File: src/rtl/rtmc_pkg.sv
package rtmc_pkg;

    // mode controller states
    typedef enum logic [4:0]
    {
        RTMC_OFF     = 5'b00001,
        RTMC_STANDBY = 5'b00010,
        RTMC_SWITCH  = 5'b00100,
        RTMC_RX      = 5'b01000,
        RTMC_TX      = 5'b10000
    } rtmc_state_t;

    localparam int unsigned LEVEL_STEPS  = 58;
    localparam int unsigned LEVEL_W      = 6;
    localparam logic [5:0]  LEVEL_MAX    = 6'h39;  // 57
    localparam logic [5:0]  LEVEL_MIN    = 6'h00;
    localparam logic [5:0]  LEVEL_RST    = 6'h39;
    // time the radio needs to retune between transmit and receive
    localparam int unsigned SWITCH_NS    = 1000;
    localparam int unsigned CLK_NS       = 100;
    localparam int unsigned SWITCH_CYC   = (SWITCH_NS + CLK_NS - 1) / CLK_NS;
    localparam logic [7:0]  SWITCH_LOAD  = 8'(SWITCH_CYC);
    // data rate limits of the transparent path
    localparam int unsigned RATE_MIN_BPS = 1000;
    localparam int unsigned RATE_MAX_BPS = 300000;

endpackage : rtmc_pkg

File: src/rtl/rtmc_mode_ctrl.sv
`timescale 1ns/1ps
`default_nettype none

// What this block does
// - select high: transmit mode, radio follows the transmit data level directly
// - transmit path is a bare level copy, any waveform from 1 to 300 kbps
// - select low: receive mode, demodulated bits drive the receive data output
// - receive output is never squelched, noise passes straight through
// - select change leaves one mode, enters the other, busy high while switching
// - switching touches no other setting; baud band and channel keep their values
// - busy flag high when busy, low when able to transmit or receive
// - power-down low switches all modes off; only baud band and channel still follow their inputs while low
// - standby high or floating means low-power standby; low means fully active
// - in standby all modes stop and busy flag is held high
// - while powered down the busy flag reads low
// - output level input sampled once at power-up, fixed for the session
// - power level is a digital index of 58 steps, about 0.5 dB each
// - strap high or open selects level 57, strap grounded selects level 0
module rtmc_mode_ctrl
(
    input  wire logic        core_clk,
    input  wire logic        rst,
    input  wire logic        powerDownN,    // low switches the module off
    input  wire logic        standbyReq,    // high (pulled up) requests standby
    input  wire logic        txSelect,      // high transmit, low receive
    input  wire logic        txData,        // raw transmit level from host
    input  wire logic        demodBit,      // demodulator output
    input  wire logic [5:0]  output_level_strap, // digitised level input
    input  wire logic [1:0]  baudBandIn,
    input  wire logic [2:0]  channelIn,
    output logic             rxData,
    output logic             modTx,         // modulator drive
    output logic             txEnable,
    output logic             rxEnable,
    output logic             busy,
    output logic [5:0]       powerLevel,
    output logic [1:0]       baudBand,
    output logic [2:0]       channel
);

    // present and next operating state
    rtmc_pkg::rtmc_state_t state_q;
    rtmc_pkg::rtmc_state_t state_d;

    // retune timer and the mode it is heading for
    logic [7:0]            swCnt_q;
    logic [7:0]            swCnt_d;
    logic                  target_q;     // mode being entered, high for transmit
    logic                  target_d;

    // switch state steering
    logic                  switchEntry;  // the switch state is entered at the next edge
    logic                  switchDone;   // timer spent and the target is still wanted
    logic                  retarget;     // select moved while the radio was retuning

    // power level capture bookkeeping
    logic                  levelTaken_q;
    logic                  levelTaken_d;
    logic [5:0]            level_d;
    logic [5:0]            strapClamped;

    // next values of the registered outputs
    logic                  busy_d;
    logic                  txEnable_d;
    logic                  rxEnable_d;
    logic                  modTx_d;
    logic                  rxData_d;

    // events that steer the switch state
    // a select change in mid retune must not end in the stale mode, so the
    // timer starts again toward the new target instead of finishing early
    always_comb
    begin
        switchDone = (swCnt_q == 8'h00) && (txSelect == target_q);
        retarget   = (state_q == rtmc_pkg::RTMC_SWITCH) && (txSelect != target_q);
    end

    // mode selection
    // power-down dominates standby, and standby dominates any mode change
    always_comb
    begin
        state_d = state_q;
        case (state_q)
            rtmc_pkg::RTMC_OFF:
            begin
                // waking up always passes through standby first
                state_d = rtmc_pkg::RTMC_STANDBY;
            end
            rtmc_pkg::RTMC_STANDBY:
            begin
                if (!standbyReq)
                    state_d = rtmc_pkg::RTMC_SWITCH;
            end
            rtmc_pkg::RTMC_SWITCH:
            begin
                if (switchDone)
                    state_d = target_q ? rtmc_pkg::RTMC_TX : rtmc_pkg::RTMC_RX;
            end
            rtmc_pkg::RTMC_RX:
            begin
                if (txSelect)
                    state_d = rtmc_pkg::RTMC_SWITCH;
            end
            rtmc_pkg::RTMC_TX:
            begin
                if (!txSelect)
                    state_d = rtmc_pkg::RTMC_SWITCH;
            end
            default:
            begin
                // an illegal code falls back to the safest state
                state_d = rtmc_pkg::RTMC_OFF;
            end
        endcase
        if (standbyReq && state_q != rtmc_pkg::RTMC_OFF)
            state_d = rtmc_pkg::RTMC_STANDBY;
        if (!powerDownN)
            state_d = rtmc_pkg::RTMC_OFF;
    end

    // state register
    always_ff @(posedge core_clk)
    begin
        if (rst)
            state_q <= rtmc_pkg::RTMC_OFF;
        else
            state_q <= state_d;
    end

    // retune timer next value
    // loaded at each entry to the switch state and at each retarget,
    // then counted down to zero while the radio settles
    always_comb
    begin
        switchEntry = (state_d == rtmc_pkg::RTMC_SWITCH) &&
                      (state_q != rtmc_pkg::RTMC_SWITCH);
        swCnt_d     = swCnt_q;
        target_d    = target_q;
        if (switchEntry || retarget)
        begin
            swCnt_d  = rtmc_pkg::SWITCH_LOAD - 8'h01;
            target_d = txSelect;
        end
        else if (state_q == rtmc_pkg::RTMC_SWITCH && swCnt_q != 8'h00)
        begin
            swCnt_d = swCnt_q - 8'h01;
        end
    end

    // retune timer register
    always_ff @(posedge core_clk)
    begin
        if (rst)
        begin
            swCnt_q  <= 8'h00;
            target_q <= 1'b0;
        end
        else
        begin
            swCnt_q  <= swCnt_d;
            target_q <= target_d;
        end
    end

    // power level next value
    // the strap is only looked at in the first powered cycle; later moves
    // of the strap, standby or mode changes leave the level alone
    always_comb
    begin
        // clamp to the 58 valid steps, open strap reads as the top step
        strapClamped = (output_level_strap > rtmc_pkg::LEVEL_MAX) ?
                       rtmc_pkg::LEVEL_MAX : output_level_strap;
        levelTaken_d = levelTaken_q;
        level_d      = powerLevel;
        if (!powerDownN)
        begin
            // power-down ends the session, the next power-up measures again
            levelTaken_d = 1'b0;
        end
        else if (!levelTaken_q)
        begin
            levelTaken_d = 1'b1;
            level_d      = strapClamped;
        end
    end

    // power level register, six bits wide
    always_ff @(posedge core_clk)
    begin
        if (rst)
        begin
            powerLevel   <= rtmc_pkg::LEVEL_RST;
            levelTaken_q <= 1'b0;
        end
        else
        begin
            powerLevel   <= level_d;
            levelTaken_q <= levelTaken_d;
        end
    end

    // band and channel follow their inputs, mode changes never touch them
    always_ff @(posedge core_clk)
    begin
        if (rst)
        begin
            baudBand <= 2'h0;
            channel  <= 3'h0;
        end
        else
        begin
            baudBand <= baudBandIn;
            channel  <= channelIn;
        end
    end

    // busy flag: low when off, high in standby or switching
    // it is decoded from the next state so that it moves in the same
    // cycle as the mode enables and the host never sees a ready gap
    always_comb
    begin
        case (state_d)
            rtmc_pkg::RTMC_OFF:     busy_d = 1'b0;
            rtmc_pkg::RTMC_STANDBY: busy_d = 1'b1;
            rtmc_pkg::RTMC_SWITCH:  busy_d = 1'b1;
            default:                busy_d = 1'b0;
        endcase
    end

    // mode enables and data paths, next values
    // transmit copies the bare level with no framing, so any waveform at
    // any rate the radio can carry passes unchanged
    // receive copies the demodulator with no squelch, noise included
    always_comb
    begin
        txEnable_d = (state_d == rtmc_pkg::RTMC_TX);
        rxEnable_d = (state_d == rtmc_pkg::RTMC_RX);
        modTx_d    = txEnable_d & txData;
        rxData_d   = rxEnable_d & demodBit;
    end

    // ready/busy flag register
    always_ff @(posedge core_clk)
    begin
        if (rst)
            busy <= 1'b0;
        else
            busy <= busy_d;
    end

    // transmit enable register
    always_ff @(posedge core_clk)
    begin
        if (rst)
            txEnable <= 1'b0;
        else
            txEnable <= txEnable_d;
    end

    // receive enable register
    always_ff @(posedge core_clk)
    begin
        if (rst)
            rxEnable <= 1'b0;
        else
            rxEnable <= rxEnable_d;
    end

    // modulator drive register, idle low outside transmit
    always_ff @(posedge core_clk)
    begin
        if (rst)
            modTx <= 1'b0;
        else
            modTx <= modTx_d;
    end

    // receive data register, idle low outside receive
    always_ff @(posedge core_clk)
    begin
        if (rst)
            rxData <= 1'b0;
        else
            rxData <= rxData_d;
    end

endmodule : rtmc_mode_ctrl

`default_nettype wire

File: config.mk
export PLATFORM = sky130hd
export DESIGN_NAME = rtmc_mode_ctrl
export DESIGN_NICKNAME = d
export VERILOG_FILES = /design/src/rtl/rtmc_pkg.sv /design/src/rtl/rtmc_mode_ctrl.sv
export SDC_FILE = /design/constraint.sdc
export NUM_CORES = 1
export LEC_CHECK = 0
export ABC_AREA = 1
export BUFFER_PORTS_ARGS = -buffer_cell sky130_fd_sc_hd__clkbuf_2
export CELL_PAD_IN_SITES_DETAIL_PLACEMENT = 1
export CELL_PAD_IN_SITES_GLOBAL_PLACEMENT = 2
export CORE_ASPECT_RATIO = 1.2
export CORE_UTILIZATION = 28
export DETAILED_ROUTE_END_ITERATION = 12
export HOLD_SLACK_MARGIN = 0.06
export PLACE_DENSITY_LB_ADDON = 0.1
export SYNTH_ARGS = -nofsm -noshare
export SYNTH_HDL_FRONTEND = slang
export SYNTH_SLANG_ARGS = --single-unit
export TNS_END_PERCENT = 100
File: constraint.sdc
create_clock -name core_clk -period 1.8 [get_ports core_clk]
set_input_delay 0.27 -clock core_clk [delete_from_list [all_inputs] [get_ports core_clk]]
set_output_delay 0.27 -clock core_clk [all_outputs]
set_load 0.01 [all_outputs]
==> results.sh, run 1 <==
export IMPL_cp_end_kind="flop"
export IMPL_min_period_ps=1630
export IMPL_regArea_um2=621
export IMPL_die_w_um=65.7
export IMPL_path_max_fanout=6
export IMPL_share_comb_of_total_power=0.103
export IMPL_clockBufferDepth=2
export IMPL_top_layer="met4"
export IMPL_cp_cell_sequence="inv_2 > nand4_1 > nand2_1 > nor2_1 > nor2_2 > nand3_2 > nand3_2 > nor2_1"
export IMPL_pre_cts_slack_ps=103
export IMPL_slowest_delay_ps=370
export IMPL_core_um2=4630
export IMPL_grt_pass1_vias=1280
export IMPL_setup_viol=0
export IMPL_synthesis_nets=204
export IMPL_crit_family="simple AND/OR/NAND/NOR gates"
export IMPL_ys_ff_latch=31
export IMPL_yosysSeqAreaShare=0.455
export IMPL_design_area_um2=1730
export IMPL_synth_area_per_cell_um2=7.37
export IMPL_synth_area_leaders="dfxtp_1, inv_1, nand2_1"
export IMPL_firstDrtPassIters=4
export IMPL_maxCapViolations=0
export IMPL_multi_input_area_um2=607
export IMPL_antenna_found_initial=0
export IMPL_fmaxAchievable_ghz=0.612
export IMPL_dp_cells=275
export IMPL_dpl_hpwl_um=2660
export IMPL_layout_nets=243
export IMPL_synth_cell_type_count=24
export IMPL_final_hold_violation_count=0
export IMPL_fill_cells=599
export IMPL_gr_usage_all_layers=0.151
export IMPL_ys_warn_count=0
export IMPL_cts_sinks=31
export IMPL_setup_slack_ps=166
export IMPL_fin_cells=283
export IMPL_dieArea_um2=5150
export IMPL_startpoint_type="flop"
export IMPL_initial_core_util=0.295
export IMPL_met3_length_um=96
export IMPL_vias=1274
export IMPL_io_pins=34
export IMPL_report_final_slew_viol_count=0
export IMPL_yosysTopAreaCellShare=0.455
export IMPL_critPathKind="reg2reg"
export IMPL_post_cts_buffers=0
export IMPL_p_int_mw=1.22
export IMPL_wl_per_cell_um=11.9
export IMPL_post_cts_resized=0
export IMPL_ant_nets=0
export IMPL_netlist_instances=185
export IMPL_routed_via_density=4.50
export IMPL_crit_buf_inv=1
export IMPL_grt_overflow_total=0
export IMPL_drc=0
export IMPL_fin_skew_ps=5.31
export IMPL_synth_top_area_cell="dfxtp_1"
export IMPL_cellLeakagePower_nw=0.930
export IMPL_cts_root_buf="clkbuf_8"
export IMPL_hp_class="in2reg"
export IMPL_grt_pass1_wl_um=5870
export IMPL_synth_area_um2=1360
export IMPL_clk_latency_ps=280
export IMPL_gp_congestion=0.841
export IMPL_ctsHoldBuffers=0
export IMPL_cts_tree="done"
export IMPL_maxSlewHeadroom=0.686
export IMPL_worst_pin_slew_ps=470
export IMPL_met2_length_um=1840
export IMPL_clockPowerShare=0.445
export IMPL_h_tree_depth=2
export IMPL_diodes=0
export IMPL_grt_max_degree=14
export IMPL_status="completed"
export IMPL_cpMaxStageDelayCell="dfxtp_1"
export IMPL_drt_initial_drc_count=34
export IMPL_powerDensity_nw_per_um2=932
export IMPL_power_switching_mw=0.384
export IMPL_cts_buffers=5
export IMPL_switching_share=0.239
export IMPL_crit_required_ps=1970
export IMPL_portBuffers=33
export IMPL_clk_pin_slew_ps=70
export IMPL_die_y_um=78.5
export IMPL_wl_um=3380
export IMPL_seqPwrFrac=0.452
export IMPL_placed_area_um2=1600
export IMPL_std_cell_rows=27
export IMPL_wl_met1_um=1380
export IMPL_syn_to_final_growth_pct=26.5
export IMPL_period_share=0.908
export IMPL_ir_worst_vdd_mv=0.384
export IMPL_drive_gt1_frac=0.240
export IMPL_cp_arrival_ps=1800
cells by family (layout without fill, tap and decap cells):
kind of cell    after synthesis  after routing  synth area share
simple gates                 95             95             0.331
buf+inv                      38             78             0.105
flops                        31             31             0.455
compound gates               13             13            0.0532
xor+xnor                      6              6            0.0385
fa+ha+maj                     1              1           0.00917
mux                           1              1           0.00734
placed cells by master (no fill, tap or decap), types with 2 or more instances in the layout:
| cell | count |
|---|---|
| xnor2_1 | 2 |
| a21oi_1 | 3 |
| clkbuf_2 | 33 |
| nor2_2 | 2 |
| inv_1 | 35 |
| nor2_1 | 25 |
| dfxtp_1 | 31 |
| nand4_1 | 6 |
| nand3_2 | 2 |
| clkbuf_8 | 6 |
| nand2_1 | 34 |
| xor2_1 | 4 |
| nor2_4 | 4 |
| nand3_1 | 18 |
| o21ai_0 | 7 |
through the flow:
| stage | hold slack [ps] | power (mW) | setup TNS (ps) | util |
|---|---|---|---|---|
| final | 174 | 1.61 | 0 | 0.373 |
| after global routing | 172 | 1.70 | -20.6 | 0.373 |
| after CTS | 167 | 1.64 | 0 | 0.371 |
| after detailed placement | 463 | 0.910 | 0 | 0.346 |
| after global placement | 440 | 0.905 | 0 | 0.346 |
| after floorplan | 354 | 0.843 | 0 | - |
synthesized netlist by cell type:
master     count
a21oi_1        3
buf_2          1
clkbuf_1       1
dfxtp_1       31
ha_1           1
inv_1         35
inv_2          1
mux2i_1        1
nand2_1       34
nand2_2        1
nand2_4        1
nand3_1       18
nand3_2        2
nand4_1        6
nor2_1        26
nor2_2         1
nor2_4         4
nor3_1         2
o2111ai_1      1
o21ai_0        7
o21bai_1       1
o22ai_1        1
xnor2_1        2
xor2_1         4
path summary, 6_finish.rpt:
path | from | endpoint | slack, ps | depth (start not counted)
min reg2reg | powerLevel[3] | powerLevel[3] | 470 | 2
max reg2reg | state_q[4] | swCnt_q[5] | 170 | 8
min | channelIn[0] | channel[0] | 170 | 3
max | state_q[4] | swCnt_q[5] | 170 | 8
worst reg2reg max path: stages, from the launching register on:
cell and delay, ps:
dfxtp_1 370, inv_2 120, nand4_1 240, nand2_1 130, nor2_1 80, nor2_2 220, nand3_2 140, nand3_2 150
nor2_1 70
per-layer routing:
layer / global-route usage / vias up
met5: 0 / -
met4: 0.0587 / 0
met3: 0.0436 / 5
met2: 0.271 / 17
met1: 0.161 / 602
li1: - / 650
state kept, by name, summed over array words and instances, names as in the netlist:
name          count
rxData            1
busy              1
baudBand          2
state_q           5
channel           3
txEnable          1
rxEnable          1
swCnt_q           8
levelTaken_q      1
target_q          1
modTx             1
powerLevel        6
layout make-up:
cell class / instances / share of cell area
sequential: 31 / 0.360
multi-input combinational: 116 / 0.352
timing repair buffer: 34 / 0.100
inverter: 36 / 0.0783
clock buffer: 6 / 0.0479
tap: 58 / 0.0421
clock inverter: 2 / 0.0203
power by group through the flow:
stage               Sequential (mW)  Combinational, mW  Clock (mW)
detailed placement            0.743              0.168           0
CTS                           0.727              0.169       0.745
finish                        0.728              0.166       0.715
global placement              0.741              0.164           0
global route                  0.731              0.191       0.778
floorplan                     0.750             0.0936           0
(Power assumes the default switching activity.)
==> run 2: changes to the inputs <==
--- a/config.mk
+++ b/config.mk
@@ -10,9 +10,10 @@
 export CELL_PAD_IN_SITES_DETAIL_PLACEMENT = 1
 export CELL_PAD_IN_SITES_GLOBAL_PLACEMENT = 2
 export CORE_ASPECT_RATIO = 1.2
-export CORE_UTILIZATION = 28
+export CORE_UTILIZATION = 25
 export DETAILED_ROUTE_END_ITERATION = 12
 export HOLD_SLACK_MARGIN = 0.06
+export MAX_ROUTING_LAYER = met4
 export PLACE_DENSITY_LB_ADDON = 0.1
 export SYNTH_ARGS = -nofsm -noshare
 export SYNTH_HDL_FRONTEND = slang
==> constraint.sdc (replaced) <==
create_clock -name core_clk -period 1.4 [get_ports core_clk]
set_input_delay 0.21 -clock core_clk [delete_from_list [all_inputs] [get_ports core_clk]]
set_output_delay 0.21 -clock core_clk [all_outputs]
set_load 0.01 [all_outputs]
==> results.sh, run 2 (same netlist as run 1, synthesis figures left out) <==
export IMPL_status="complete, but fails checks"
export IMPL_violations="setup timing"
export IMPL_layout_common_cells="clkbuf_2, nand2_1, inv_1"
export IMPL_cts_root_buf="clkbuf_8"
export IMPL_setup_slack_ps=-96.2
export IMPL_core_um2=5260
export IMPL_cp_arrival_ps=1720
export IMPL_ant_nets=0
export IMPL_period_share=1.07
export IMPL_dpl_hpwl_um=3050
export IMPL_report_final_slew_viol_count=0
export IMPL_finalPower_mw=1.99
export IMPL_grt_pass1_wl_um=6740
export IMPL_powerDensity_nw_per_um2=969
export IMPL_vias=1366
export IMPL_grt_max_degree=11
export IMPL_grt_pass1_vias=1523
export IMPL_io_pins=34
export IMPL_routed_via_density=4.38
export IMPL_mostFrequentLayoutCell="clkbuf_2"
export IMPL_wl_um=3840
export IMPL_drt_initial_drc_count=19
export IMPL_fmaxAchievable_ghz=0.668
export IMPL_gr_usage_all_layers=0.150
export IMPL_clockBufferDepth=2
export IMPL_fill_cells=650
export IMPL_diodes=0
export IMPL_dieArea_um2=5760
export IMPL_dp_cells=295
export IMPL_pre_cts_slack_ps=-156
export IMPL_std_cell_rows=29
export IMPL_syn_to_final_growth_pct=50.6
export IMPL_h_tree_depth=2
export IMPL_cts_tree="done"
export IMPL_clk_pin_slew_ps=60
export IMPL_antenna_found_initial=0
export IMPL_reg_top3="swCnt_q (8), powerLevel (6), state_q (5)"
export IMPL_fin_skew_ps=3.30
export IMPL_min_period_ps=1500
export IMPL_whs_ps=116
export IMPL_drc=0
export IMPL_fin_cells=312
export IMPL_crit_required_ps=1620
export IMPL_firstDrtPassIters=4
export IMPL_grt_overflow_total=0
export IMPL_drive_gt1_frac=0.444
export IMPL_gp_congestion=0.809
export IMPL_worst_pin_slew_ps=276
export IMPL_cts_buffers=5
export IMPL_cts_sinks=31
export IMPL_wl_per_cell_um=12.3
export IMPL_largest_reg_flops=8
export IMPL_path_max_fanout=5
export IMPL_maxSlewHeadroom=0.816
export IMPL_placed_area_um2=1730
export IMPL_setup_viol=12
export IMPL_portBuffers=33
export IMPL_cellLeakagePower_nw=1.07
export IMPL_die_w_um=69.4
export IMPL_die_y_um=82.9
export IMPL_startpoint_type="flop"
export IMPL_maxCapViolations=0
export IMPL_initial_core_util=0.259
export IMPL_critPathKind="reg2reg"
export IMPL_design_area_um2=2050
export IMPL_ir_worst_vdd_mv=0.567
export IMPL_layout_nets=268
export IMPL_clk_latency_ps=280
export IMPL_top_register="swCnt_q"
export IMPL_hp_class="in2reg"
export IMPL_grt_setup_unrepaired="yes"
export IMPL_cp_end_kind="flop"
export IMPL_final_hold_violation_count=0
-- run 2: changes by cell type in the layout (fill, tap and decap cells not counted), sizes merged --
cell,change
buf,+25
clkinv,-1
bufinv,-1
clkbuf,+1
clkinvlp,+1
-- run 2: path summary, 6_finish.rpt --
check                                   start            end  slack (ps)  cells past startpoint
worst min register to register  powerLevel[5]  powerLevel[5]         480                      2
worst min-delay path             channelIn[2]     channel[2]         120                      3
worst max-delay path               state_q[0]          modTx        -100                      9
worst max register to register     state_q[0]          modTx        -100                      9
-- run 2: layout make-up --
class	instances	area [um2]	share of cell area
clock buffer	7	96.3	0.0469
sequential	31	631	0.307
inverter	36	138	0.0670
timing repair buffer	59	368	0.179
multi-input combinational	116	736	0.358
clock inverter	1	7.51	0.00366
tap	62	77.6	0.0378
-- run 2: power breakdown --
group          internal, mW  switching [mW]  total [mW]
sequential            0.917          0.0194       0.936
combinational         0.117           0.159       0.276
clock                 0.447           0.331       0.778
total                  1.48           0.510        1.99
-- run 2: timing repair --
| action | in CTS | in global routing |
|---|---|---|
| resized for setup | 28 | 18 |
| setup endpoints to repair | 16 | 17 |
| hold buffers | 0 | 0 |
| setup buffers | 3 | 6 |
| pin swaps | 11 | 9 |
-- run 2: worst max-delay path, stage by stage, from the launching register on --
cell and delay, ps:
dfxtp_4 360, nor2_4 140, nand3_2 120, nor2_4 180, buf_4 140, buf_6 80, nand2_1 50, o22ai_2 130
nand3_2 130, nor2_1 100
-- run 2: per-stage QoR --
| stage | setup TNS, ps | util |
|---|---|---|
| floorplan | 0 | - |
| global placement | -1400 | 0.329 |
| detailed placement | -1570 | 0.329 |
| CTS | -626 | 0.371 |
| global route | -2680 | 0.390 |
| finish | -694 | 0.390 |
-- run 2: metal layers --
metal,vias up,wire [um],track usage,share of wire
li1,702,-,-,-
met1,635,1590,0.153,0.41
met2,24,2070,0.277,0.54
met3,5,111,0.0267,0.029
met4,0,70,0.0668,0.018
met5,-,0,-,0
==> run 3: changes to the inputs <==
--- a/config.mk
+++ b/config.mk
@@ -6,7 +6,8 @@
 export NUM_CORES = 1
 export LEC_CHECK = 0
 export ABC_AREA = 1
-export BUFFER_PORTS_ARGS = -buffer_cell sky130_fd_sc_hd__clkbuf_2
+export BUFFER_PORTS_ARGS = -buffer_cell sky130_fd_sc_hd__buf_2
+export CAP_MARGIN = 20
 export CELL_PAD_IN_SITES_DETAIL_PLACEMENT = 1
 export CELL_PAD_IN_SITES_GLOBAL_PLACEMENT = 2
 export CORE_ASPECT_RATIO = 1.2
@@ -15,6 +16,7 @@
 export HOLD_SLACK_MARGIN = 0.06
 export MAX_ROUTING_LAYER = met4
 export PLACE_DENSITY_LB_ADDON = 0.1
+export REMOVE_ABC_BUFFERS = 1
 export SYNTH_ARGS = -nofsm -noshare
 export SYNTH_HDL_FRONTEND = slang
 export SYNTH_SLANG_ARGS = --single-unit
==> results.sh, run 3 (same netlist as run 1, synthesis figures left out) <==
export IMPL_status="complete, but fails checks"
export IMPL_violations="setup timing"
export IMPL_h_tree_depth=2
export IMPL_dpl_hpwl_um=2810
export IMPL_wl_per_cell_um=12.2
export IMPL_layout_common_cells="buf_2, nand2_1, inv_1"
export IMPL_setup_slack_ps=-87.5
export IMPL_design_area_um2=2070
export IMPL_hp_class="in2reg"
export IMPL_min_period_ps=1490
export IMPL_grt_setup_unrepaired="yes"
export IMPL_crit_required_ps=1620
export IMPL_clockBufferDepth=2
export IMPL_cts_sinks=31
export IMPL_startpoint_type="flop"
export IMPL_worst_pin_slew_ps=449
export IMPL_maxCapViolations=0
export IMPL_antenna_found_initial=0
export IMPL_cp_cell_sequence="inv_2 > ha_4 > inv_2 > nor3_4 > nand3_2 > buf_6 > nor2_4 > nand2_1 > o21ai_1 > nand3_2 > nor2_1"
export IMPL_layout_nets=268
export IMPL_portBuffers=33
export IMPL_wl_um=3800
export IMPL_fin_skew_ps=3.69
export IMPL_drt_initial_drc_count=31
export IMPL_final_hold_violation_count=0
export IMPL_cts_root_buf="clkbuf_8"
export IMPL_grt_overflow_total=0
export IMPL_mostFrequentLayoutCell="buf_2"
export IMPL_diodes=0
export IMPL_whs_ps=134
export IMPL_gr_usage_all_layers=0.142
export IMPL_syn_to_final_growth_pct=51.7
export IMPL_critPathKind="reg2reg"
export IMPL_reg_top3="swCnt_q (8), powerLevel (6), state_q (5)"
export IMPL_std_cell_rows=29
export IMPL_grt_max_degree=12
export IMPL_dieArea_um2=5760
export IMPL_drive_gt1_frac=0.454
export IMPL_initial_core_util=0.259
export IMPL_fin_cells=311
export IMPL_clk_pin_slew_ps=60
export IMPL_maxSlewHeadroom=0.701
export IMPL_drc=0
export IMPL_io_pins=34
export IMPL_ctsHoldBuffers=0
export IMPL_vias=1388
export IMPL_cpMaxStageDelayCell="dfxtp_2"
export IMPL_cp_arrival_ps=1710
export IMPL_fmaxAchievable_ghz=0.672
export IMPL_slowest_delay_ps=320
export IMPL_ir_worst_vdd_mv=0.437
export IMPL_firstDrtPassIters=4
export IMPL_core_um2=5260
export IMPL_dp_cells=298
export IMPL_clk_latency_ps=280
export IMPL_cellLeakagePower_nw=1.10
export IMPL_cp_end_kind="flop"
export IMPL_routed_via_density=4.46
export IMPL_die_y_um=82.9
export IMPL_ant_nets=0
export IMPL_gp_congestion=0.783
export IMPL_grt_pass1_vias=1419
export IMPL_cts_tree="done"
export IMPL_report_final_slew_viol_count=0
export IMPL_setup_tns_ps=-684
export IMPL_grt_pass1_wl_um=6230
export IMPL_powerDensity_nw_per_um2=954
export IMPL_top_register="swCnt_q"
export IMPL_placed_area_um2=1750
export IMPL_cts_buffers=5
export IMPL_finalPower_mw=1.97
export IMPL_setup_viol=13
export IMPL_path_max_fanout=3
export IMPL_die_w_um=69.4
export IMPL_largest_reg_flops=8
export IMPL_period_share=1.06
-- run 3: final cells by class --
type | instances | area [um2]
clock inverters | 1 | 5.00
fillers | 669 | 3190
repair buffers | 59 | 372
well taps | 62 | 77.6
multi-input cells | 116 | 762
flip-flops and latches | 31 | 632
clock buffers | 6 | 82.6
inverters | 36 | 138
-- run 3: metrics by stage --
stage | setup slack [ps] | utilization
3_3_place_gp | -126 | 0.332
6_report | -87.5 | 0.393
5_1_grt | -208 | 0.393
4_1_cts | -79.7 | 0.369
3_5_place_dp | -200 | 0.332
2_1_floorplan | -24.6 | -
-- run 3: what timing repair did --
| action | in CTS | in global routing |
|---|---|---|
| setup buffers | 4 | 3 |
| gates resized for setup | 21 | 34 |
| endpoints found under the setup margin | 17 | 17 |
| pin swaps | 9 | 14 |
| endpoints found under the hold margin | 0 | 0 |
-- run 3: critical path: cells and delay by family (launching register included) --
| kind | cells | cell delay, ps |
|---|---|---|
| AO/OA/AOI/OAI | 1 | 90 |
| buffers and inverters | 3 | 250 |
| adder cells (fa/ha/maj) | 1 | 130 |
| flip-flops | 1 | 320 |
| AND/OR/NAND/NOR | 6 | 630 |
-- run 3: where the power goes --
group,internal (mW),switching (mW)
Combinational,0.149,0.174
Sequential,0.916,0.0187
Clock,0.385,0.331
-- run 3: path summary, 6_finish.rpt --
check                  end  depth (start not counted)          start  slack (ps)
max                 rxData                         11     swCnt_q[0]         -90
min             channel[2]                          3   channelIn[2]         130
max reg2reg         rxData                         11     swCnt_q[0]         -90
min reg2reg  powerLevel[5]                          2  powerLevel[5]         460
-- run 3: per-layer routing --
layer  track usage  vias to the layer above  part of all wire  routed length [um]
met5             -                        -                 0                   0
met4        0.0501                        0             0.015                  57
met3        0.0364                        6             0.031                 119
met2         0.257                       22              0.56                2140
met1         0.146                      660              0.39                1490
li1              -                      700                 -                   -
